## config.mk

```make
export PLATFORM = sky130hd
export DESIGN_NAME = twm_watchdog
export DESIGN_NICKNAME = d
export VERILOG_FILES = /design/src/rtl/twm_pkg.sv /design/src/rtl/twm_watchdog.sv
export VERILOG_INCLUDE_DIRS = /design/src /design/src/rtl
export SDC_FILE = /design/constraint.sdc
export NUM_CORES = 1
export LEC_CHECK = 0
export ABC_CLOCK_PERIOD_IN_PS = 3400
export BUFFER_PORTS_ARGS = -buffer_cell sky130_fd_sc_hd__buf_2
export CORE_MARGIN = 4
export CORE_UTILIZATION = 50
export DETAILED_ROUTE_END_ITERATION = 8
export GPL_TIMING_DRIVEN = 0
export PLACE_DENSITY = 0.72
export SETUP_SLACK_MARGIN = 0.02
export SLEW_MARGIN = 10
export SYNTH_ARGS = -nofsm -noshare
export SYNTH_HDL_FRONTEND = slang
export SYNTH_SLANG_ARGS = --single-unit
```

## constraint.sdc

```tcl
create_clock -name sys_clk -period 3.4 [get_ports sys_clk]
set_clock_uncertainty 0.1 [all_clocks]
set_input_delay 0.68 -clock sys_clk [delete_from_list [all_inputs] [get_ports sys_clk]]
set_output_delay 0.68 -clock sys_clk [all_outputs]
set_load 0.02 [all_outputs]
```

## src/rtl/twm_cfg.svh

```systemverilog
`ifndef TWM_CFG_SVH
`define TWM_CFG_SVH

// register byte addresses
`define TWM_ADDR_CFG        24'hFFFF20
`define TWM_ADDR_PRE        24'hFFFF22
`define TWM_ADDR_T0         24'hFFFF24
`define TWM_ADDR_CSR        24'hFFFF26
`define TWM_ADDR_RLD        24'hFFFF28
`define TWM_ADDR_MATCH      24'hFFFF2A

// watchdog_config field positions
`define TWM_CFG_LOCK_CFG    0
`define TWM_CFG_LOCK_PRE    1
`define TWM_CFG_LOCK_T0     2
`define TWM_CFG_LOCK_RLD    3
`define TWM_CFG_CLK_TICK    4
`define TWM_CFG_MATCH_EN    5
`define TWM_CFG_LOCK_MASK   6'h0F

// timer0_control_status field positions
`define TWM_CSR_RESTART     0
`define TWM_CSR_TC          1
`define TWM_CSR_INTE        2

// reset values
`define TWM_CFG_RST         6'h00
`define TWM_DIV_RST         3'h0
`define TWM_PRESET_RST      16'hFFFF
`define TWM_RELOAD_RST      8'h0F
`define TWM_WD_CNT_RST      8'h00

// constants of behaviour
`define TWM_SERVICE_KEY     8'h5C
`define TWM_DIV_MAX         3'h5
`define TWM_MASK_MAX        5'h1F
`define TWM_LOCKED_READ     16'h0000
`define TWM_ONE8            8'h01
`define TWM_ONE5            5'h01
`define TWM_ONE16           16'h0001

`endif

```

## src/rtl/twm_pkg.sv

```systemverilog
package twm_pkg;

    // operating mode of the surrounding device
    typedef enum logic [1:0] {
        mode_active = 2'b00,
        mode_save   = 2'b01,
        mode_idle   = 2'b10,
        mode_halt   = 2'b11
    } twm_mode_t;

    // whole state of the block
    typedef struct packed {
        logic        lsc_prev;
        logic [5:0]  cfg;
        logic [2:0]  div;
        logic [4:0]  presc_cnt;
        logic        tick;
        logic [15:0] t0_preset;
        logic [15:0] t0_cnt;
        logic        t0_uf;
        logic        restart;
        logic        tc;
        logic        inte;
        logic [7:0]  wd_reload;
        logic [7:0]  wd_cnt;
        logic        wd_run;
        logic        wd_serviced;
        logic        wd_error;
        logic [15:0] rd_data;
    } twm_state_t;

endpackage

```

## src/rtl/twm_watchdog.sv

```systemverilog
`timescale 1ns/100ps
// How it works
// - watchdog is an 8-bit down counter stepping on its selected clock
// - after reset the watchdog is stopped and raises no error
// - writing reload count or service match starts it from the reload value
// - once started nothing but device reset stops the watchdog
// - config bit 4 picks timer0 underflow (0) or prescaled tick (1)
// - match disabled: reload writes reload counter, match writes are ignored
// - match enabled: writing 5Ch reloads counter from stored reload count
// - late service raises watchdog error
// - service more than once per watchdog clock raises error
// - match enabled: any match value other than 5Ch raises error
// - any watchdog error requests a reset of the whole device
// - locked register ignores writes and reads return zero
// - lock bits are sticky until device reset
// - lock bits 0..3 guard config, prescaler, timer0 pair, reload count
// - save and idle modes keep all counters running
// - outside active mode only the service match register is reachable
// - halt mode freezes every counter, resuming where it stopped
// - 3-bit divider gives divisors 1,2,4,8,16,32; other codes reserved
// - timer0 preset resets to FFFFh and reloads timer0 on underflow
// - reset clears config: unlocked, reload servicing, underflow clock
// - underflow pulse lasts exactly one prescaled tick period for any nonzero preset
// - two match writes within one watchdog clock raise error
// - reload count resets to 0Fh
`include "twm_cfg.svh"

module twm_watchdog (
    input  wire logic                sys_clk,
    input  wire logic                reset,
    input  wire twm_pkg::twm_mode_t  power_mode,
    input  wire logic                low_speed_clock,
    input  wire logic [23:0]         addr,
    input  wire logic [15:0]         wr_data,
    input  wire logic                wr_strobe,
    input  wire logic                rd_strobe,
    output logic      [15:0]         rd_data,
    output logic                     prescaled_tick,
    output logic                     timer0_underflow_pulse,
    output logic                     wd_running,
    output logic      [7:0]          wd_count,
    output logic                     wd_error_reset
);
    import twm_pkg::*;

    ////////////////////////////////////////////////////////////////////////
    // reset image and helpers

    localparam twm_state_t STATE_RST = '{
        lsc_prev:    1'b0,
        cfg:         `TWM_CFG_RST,
        div:         `TWM_DIV_RST,
        presc_cnt:   5'h00,
        tick:        1'b0,
        t0_preset:   `TWM_PRESET_RST,
        t0_cnt:      `TWM_PRESET_RST,
        t0_uf:       1'b0,
        restart:     1'b0,
        tc:          1'b0,
        inte:        1'b0,
        wd_reload:   `TWM_RELOAD_RST,
        wd_cnt:      `TWM_WD_CNT_RST,
        wd_run:      1'b0,
        wd_serviced: 1'b0,
        wd_error:    1'b0,
        rd_data:     16'h0000
    };

    // low bits of the prescaler that must all be set for a tick
    function automatic logic [4:0] div_mask(input logic [2:0] code);
        logic [4:0] m;
        m = `TWM_MASK_MAX;
        if (code <= `TWM_DIV_MAX) begin
            m = 5'((`TWM_ONE5 << code) - `TWM_ONE5);
        end
        return m;
    endfunction

    // register reachable: right mode and its lock bit clear
    function automatic logic reg_open(input logic act, input logic lock);
        return act & ~lock;
    endfunction

    twm_state_t s;
    twm_state_t n;

    ////////////////////////////////////////////////////////////////////////
    // next state

    always_comb begin
        logic        active;
        logic        slow_edge;
        logic        tick_now;
        logic        uf_rise;
        logic        wd_edge;
        logic        err;
        logic        service;
        logic [7:0]  service_val;
        logic [4:0]  mask;
        active      = 1'b0;
        slow_edge   = 1'b0;
        tick_now    = 1'b0;
        uf_rise     = 1'b0;
        wd_edge     = 1'b0;
        err         = 1'b0;
        service     = 1'b0;
        service_val = s.wd_reload;
        mask        = div_mask(s.div);
        n           = s;
        n.tick      = 1'b0;
        n.rd_data   = 16'h0000;

        active = (power_mode == mode_active);
        // halt freezes everything; save and idle run on as in active
        n.lsc_prev = low_speed_clock;
        slow_edge  = low_speed_clock & ~s.lsc_prev;
        if (power_mode == mode_halt) begin
            slow_edge = 1'b0;
        end

        // prescaler: a free count, tick when the selected low bits wrap
        if (slow_edge) begin
            n.presc_cnt = 5'(s.presc_cnt + `TWM_ONE5);
            tick_now    = ((s.presc_cnt & mask) == mask);
        end
        n.tick = tick_now;

        // timer0: holds zero for one tick period, then reloads
        if (tick_now) begin
            if (s.restart) begin
                n.t0_cnt  = s.t0_preset;
                n.restart = 1'b0;
            end else if (s.t0_cnt == 16'h0000) begin
                n.t0_cnt = s.t0_preset;
            end else begin
                n.t0_cnt = 16'(s.t0_cnt - `TWM_ONE16);
            end
            n.t0_uf = (n.t0_cnt == 16'h0000);
            uf_rise = n.t0_uf;
        end

        // watchdog clock source
        if (s.cfg[`TWM_CFG_CLK_TICK]) begin
            wd_edge = tick_now;
        end else begin
            wd_edge = uf_rise;
        end

        // watchdog counting, only once started
        if (s.wd_run && wd_edge) begin
            n.wd_serviced = 1'b0;
            if (s.wd_cnt != 8'h00) begin
                n.wd_cnt = 8'(s.wd_cnt - `TWM_ONE8);
            end
            // reaching zero before a service counts as late
            if (s.wd_cnt <= `TWM_ONE8) begin
                err = 1'b1;
            end
        end

        ////////////////////////////////////////////////////////////////////
        // register writes

        if (wr_strobe) begin
            case (addr)
                `TWM_ADDR_CFG: begin
                    if (reg_open(active, s.cfg[`TWM_CFG_LOCK_CFG])) begin
                        // lock bits only ever gain ones
                        n.cfg = wr_data[5:0] | (s.cfg & `TWM_CFG_LOCK_MASK);
                    end
                end
                `TWM_ADDR_PRE: begin
                    if (reg_open(active, s.cfg[`TWM_CFG_LOCK_PRE])) begin
                        n.div = wr_data[2:0];
                    end
                end
                `TWM_ADDR_T0: begin
                    // new preset is taken at the next reload only
                    if (reg_open(active, s.cfg[`TWM_CFG_LOCK_T0])) begin
                        n.t0_preset = wr_data;
                    end
                end
                `TWM_ADDR_CSR: begin
                    if (reg_open(active, s.cfg[`TWM_CFG_LOCK_T0])) begin
                        if (wr_data[`TWM_CSR_RESTART]) begin
                            n.restart = 1'b1;
                        end
                        n.inte = wr_data[`TWM_CSR_INTE];
                    end
                end
                `TWM_ADDR_RLD: begin
                    if (reg_open(active, s.cfg[`TWM_CFG_LOCK_RLD])) begin
                        n.wd_reload = wr_data[7:0];
                        if (!s.wd_run) begin
                            service     = 1'b1;
                            service_val = wr_data[7:0];
                        end else if (!s.cfg[`TWM_CFG_MATCH_EN]) begin
                            service     = 1'b1;
                            service_val = wr_data[7:0];
                        end
                    end
                end
                `TWM_ADDR_MATCH: begin
                    // reachable in every mode, so save mode can still service
                    if (s.cfg[`TWM_CFG_MATCH_EN]) begin
                        if (wr_data[7:0] != `TWM_SERVICE_KEY) begin
                            err = 1'b1;
                        end else begin
                            service     = 1'b1;
                            service_val = s.wd_reload;
                        end
                    end
                end
                default: begin
                end
            endcase
        end

        // a service is refused if one already fell in this watchdog clock
        if (service) begin
            if (s.wd_run && s.wd_serviced && !wd_edge) begin
                err = 1'b1;
            end else begin
                n.wd_cnt      = service_val;
                n.wd_run      = 1'b1;
                n.wd_serviced = 1'b1;
            end
        end

        ////////////////////////////////////////////////////////////////////
        // register reads, data stand the cycle after

        if (rd_strobe) begin
            case (addr)
                `TWM_ADDR_CFG: begin
                    if (reg_open(active, s.cfg[`TWM_CFG_LOCK_CFG])) begin
                        n.rd_data = {10'h000, s.cfg};
                    end else begin
                        n.rd_data = `TWM_LOCKED_READ;
                    end
                end
                `TWM_ADDR_PRE: begin
                    if (reg_open(active, s.cfg[`TWM_CFG_LOCK_PRE])) begin
                        n.rd_data = {13'h0, s.div};
                    end else begin
                        n.rd_data = `TWM_LOCKED_READ;
                    end
                end
                `TWM_ADDR_T0: begin
                    if (reg_open(active, s.cfg[`TWM_CFG_LOCK_T0])) begin
                        n.rd_data = s.t0_preset;
                    end else begin
                        n.rd_data = `TWM_LOCKED_READ;
                    end
                end
                `TWM_ADDR_CSR: begin
                    if (reg_open(active, s.cfg[`TWM_CFG_LOCK_T0])) begin
                        n.rd_data[`TWM_CSR_RESTART] = s.restart;
                        n.rd_data[`TWM_CSR_TC]      = s.tc;
                        n.rd_data[`TWM_CSR_INTE]    = s.inte;
                        n.tc                        = 1'b0;
                    end else begin
                        n.rd_data = `TWM_LOCKED_READ;
                    end
                end
                default: begin
                    // write-only and unmapped addresses read zero
                    n.rd_data = 16'h0000;
                end
            endcase
        end

        // terminal count: a set in the clearing cycle wins
        if (uf_rise) begin
            n.tc = 1'b1;
        end

        // error held until the device reset it asks for arrives
        n.wd_error = s.wd_error | err;
    end

    ////////////////////////////////////////////////////////////////////////
    // state register

    always_ff @(posedge sys_clk or posedge reset) begin
        if (reset) begin
            s <= STATE_RST;
        end else begin
            s <= n;
        end
    end

    ////////////////////////////////////////////////////////////////////////
    // outputs, all straight from the state register

    assign rd_data                = s.rd_data;
    assign prescaled_tick         = s.tick;
    assign timer0_underflow_pulse = s.t0_uf;
    assign wd_running             = s.wd_run;
    assign wd_count               = s.wd_cnt;
    assign wd_error_reset         = s.wd_error;

endmodule

```

Word level (Yosys, flattened, before mapping)
Cells that the tools add are included.
Operators by class
  equality and inequality tests: 9
  order comparisons: 2
  multiplexer cells: 48
  shifts and indexed selects: 1
  div/mod/pow operators: 0
  $mul: 0
  bitwise operators: 14
  reductions and logical operators: 18
  $add $sub $neg: 4
Operator list (number)
  $eq 24x24->1 const B: 6
  $mux 16: 5
  $pmux 16 s4: 1
  $mux 8: 7
  $logic_not 16->1: 2
  $mux 1: 28
  $mux 10: 2
  $reduce_and 3->1: 6
  $sub 16x1->16 const B: 1
  $le 8x1->1 const B: 1
  $ne 8x7->1 const B: 1
  $reduce_bool 8->1: 1
  $sub 8x1->8 const B: 1
  $mux 3: 2
  $mux 6: 1
  $not 1->1: 6
  $or 6x4->6: 1
  $reduce_bool 2->1: 3
  $add 5x1->5 const B: 1
  $and 1x1->1: 5
  $and 5x5->5: 1
  $eq 5x5->1: 1
  $mux 5: 1
  $shl 1x3->5 const A: 1
  9 further kinds: 11
Storage, ports and cells
  memories kept: 0
  ROM bits: 0
  RAM bits: 0
  output and inout bits: 28
  word-level logic and storage cells: 113
  latch bits: 0
  flip-flop bits (word level): 87

Depth between registers and ports, before layout
  word-level depth: 19
  gate-level depth with buffers: 13

Worst setup path after synthesis
No wires, ideal clock.
  path kind: register to register
  from: reg s[39] (netlist name)
  to: reg s (netlist bit wd_count[0])
  library setup time: 0.082 ns
  cell stages (with the launch flop): 11
  setup slack: -0.049 ns
  period minus slack after synthesis: 3.449 ns
  data required time: 3.218 ns
  arrival time: 3.268 ns
  cells stage by stage: dfstp_2 -> clkbuf_1 -> inv_1 -> ha_1 -> or3b_1 -> or4_1 -> a31oi_1 -> a41oi_2 -> a2111o_1 -> or3_1 -> a31oi_1
RTL lines
  start, declared: RTL line twm_watchdog.sv:84  | twm_state_t s;
  start signal, assigned: RTL line twm_watchdog.sv:289  | s <= n;

==> metrics.md <==
| Metric | Value |
|---|---|
| Slew Viols, Final | `0` |
| Area Growth Syn to Fin | `20.6%` |
| First-pass GRT wire length | `20.2 mm` |
| Status | `finished clean` |
| Final Hold Fails | `0` |
| Clk root buf | `clkbuf_8` |
| Largest net degree at the start of global routing | `67` |
| CTS tree | `yes` |
| WP data arrival | `3.45 ns` |
| Slew HR | `33.6%` |
| Pre-CTS setup slack | `-0.346 ns` |
| DR pass1 iterations | `5` |
| Worst-Margin Slew | `0.986 ns` |
| Met3 Routed Length | `844 µm` |
| Final nets | `629` |
| Commonest non-fill, non-tap cell in the layout | `buf_2` |
| Net count after synthesis | `540` |
| Pwr Total | `3.43 mW` |
| DRC | `0` |
| Core Footprint | `9730 µm²` |
| WL final | `12.5 mm` |
| Io pins | `75` |
| CP Data Required Time | `3.56 ns` |
| Hold Worst Slack | `0.163 ns` |
| Via/cell ratio | `5.84` |
| Syn Inst Count | `486` |
| Critical Path End Type | `flop` |
| Min setup slack post-route | `0.117 ns` |
| Most frequent cells in the layout | `buf_2 (79), dfrtp_1 (51), mux2_2 (38), dfstp_2 (36)` |
| Worst Hold Class | `in2async` |
| Die span in x | `108 µm` |
| Synthesized area per cell | `10.2 µm²` |
| Clock Sinks | `87` |
| PortBufs | `74` |
| Critical path's slowest cell | `dfstp_2` |
| M1 WL | `5.40 mm` |
| Clock Latency Late Sink | `0.37 ns` |
| Final GP Congestion | `0.915` |
| Fraction of layout cells with a size suffix above 1 | `40.7%` |
| Met2 WL | `5.93 mm` |
| Leak pwr | `2.65 nW` |
| Max_cap viols | `0` |
| Num CTS Buffers | `9` |
| Total Routing Usage GR | `22.4%` |
| Routed wire per std cell | `17.5 µm` |
| Reg clk slew, reported paths | `0.10 ns` |
| Vias in the first global route | `4,062` |
| Die footprint | `11,600 µm²` |
| Remaining global-route overflow | `0` |
| Post-DP HPWL | `9.00 mm` |
| Initial DRC count | `264` |
| Core Rows | `36` |
| Initial antenna violation count | `0` |
| Max Fclk | `305 MHz` |
| CTS Buffer Depth | `2` |
| Peak per-stage delay on the critical path | `0.57 ns` |
| Peak VDD IR | `0.457 mV` |
| Cell taking the most area after synthesis | `dfrtp_1` |
| Share of the synthesized area in the top cell type | `25.7%` |
| Syn. warnings | `0` |
| DRT antenna net count | `0` |
| Number of flops mapped to enable cells by yosys | `0` |
| Distinct cell type count after synthesis | `67` |
| CP startpoint kind | `flop` |
| Post-synthesis register bit count | `87` |
| Mapped Area | `4960 µm²` |
| Die Span Y | `108 µm` |
| Top routing layer in use | `met4` |
| Largest fanout on the critical path | `5` |
| Final period utilization | `96.5%` |
| H-Tree Depth | `3` |
| Diodes inserted | `0` |
| Final Critical Period | `3.28 ns` |
| Vias | `4,162` |
| Critical path type | `reg2reg` |
| Async SR Flop Fraction | `100%` |
| Top FF cell, synth | `dfrtp_1` |
| Ranking of synthesized cells by area | `dfrtp_1 (26%), dfstp_2 (19%), mux2_2 (8.6%)` |
| PwrDens | `574 nW/µm²` |
| Setup violators final | `0` |
| Initial Util | `51.0%` |
| Seq/Total Area, Yosys | `44.8%` |
| CP Cell Sequence | `inv_1, ha_1, or3b_4, or4_4, a31oi_4, a41oi_4, a2111o_1, o21a_1, o31a_1` |
## final timing paths
path	from	endpoint	slack, ns	cells after the start
worst max-delay path	s[39]	wd_count[1]	0.12	9
worst min-delay path	reset	rd_data[15]	0.16	2
worst max register to register	s[39]	wd_count[1]	0.12	9
worst min register to register	s[80]	s[80]	0.37	1
max in group asynchronous	reset	s[30]	2.38	3
min in group sys_clk	low_speed_clock	s[86]	0.33	1
## critical path: cells and delay by family, from the launching register on
kind / cells / cell delay, ns
AOI/OAI and AO/OA: 5 / 1.33
adders and majority gates: 1 / 0.29
buffers and inverters: 1 / 0.08
DFF: 1 / 0.57
and+or+nand+nor: 2 / 0.82
## per-layer routing
| layer | vias to the layer above | track usage [%] |
|---|---|---|
| met5 | - | 0 |
| met3 | 26 | 5.40 |
| met1 | 2017 | 30.0 |
| met4 | 0 | 7.39 |
| li1 | 1962 | - |
| met2 | 157 | 35.7 |
## final cells by class
type	instances	area, µm²
Tap cell	133	166
Buffer	48	295
Fill cell	853	3740
Multi-Input combinational cell	336	2560
Inverter	14	55.1
Sequential cell	87	2220
Clock inverter	7	126
Clock buffer	9	124
Timing Repair Buffer	79	432
## sequential cells by signal (all words and copies together) (netlist names)
register,count
s,59
rd_data,16
wd_count,8
prescaled_tick,1
timer0_underflow_pulse,1
wd_error_reset,1
wd_running,1
## Yosys cell counts, drive strengths merged (7+ instances only)
cell type	count
dfrtp	51
mux2	38
dfstp	36
buf	34
nand2	27
nor2	27
o21ai	26
a21oi	22
nor3	16
clkbuf	15
inv	14
xnor2	12
and3	11
nor4	11
a21o	8
a22oi	8
nand4	8
a2111oi	7
ha	7
nand2b	7
nand3	7
nor2b	7
o211ai	7
o31ai	7
## where the power goes
part           switching [mW]  total (mW)  internal, mW
Sequential              0.178        1.42          1.24
Clock                   0.406       0.906         0.500
Combinational           0.620        1.11         0.490
## through the flow
stage / util [%] / setup TNS (ns) / instance area [µm²] / instances
final: 61.5 / 0 / 5990 / 713
after global routing: 61.5 / -0.00989 / 5990 / 713
after CTS: 59.8 / 0 / 5820 / 713
after detailed placement: 56.9 / -4.93 / 5530 / 694
after global placement: 56.6 / -34.72 / 5500 / 693
after floorplan: - / 0 / 4970 / 486
## logic make-up after synthesis
group / Yosys count / synth area share (%)
compound gates: 115 / 16.6
xor+xnor: 14 / 2.47
fa+ha+maj: 7 / 1.76
buf+inv: 63 / 7.03
flops: 87 / 44.8
mux: 39 / 8.82
simple gates: 161 / 18.6
## timing repair
| action | in CTS | in global routing |
|---|---|---|
| pin swaps | 4 | 4 |
| hold buffers | 0 | 0 |
| resized for setup | 4 | 30 |
| endpoints found under the hold margin | 0 | 0 |
| buffers inserted | 4 | 0 |
| endpoints found under the setup margin | 8 | 25 |
Power figures use the tool's default switching activity.
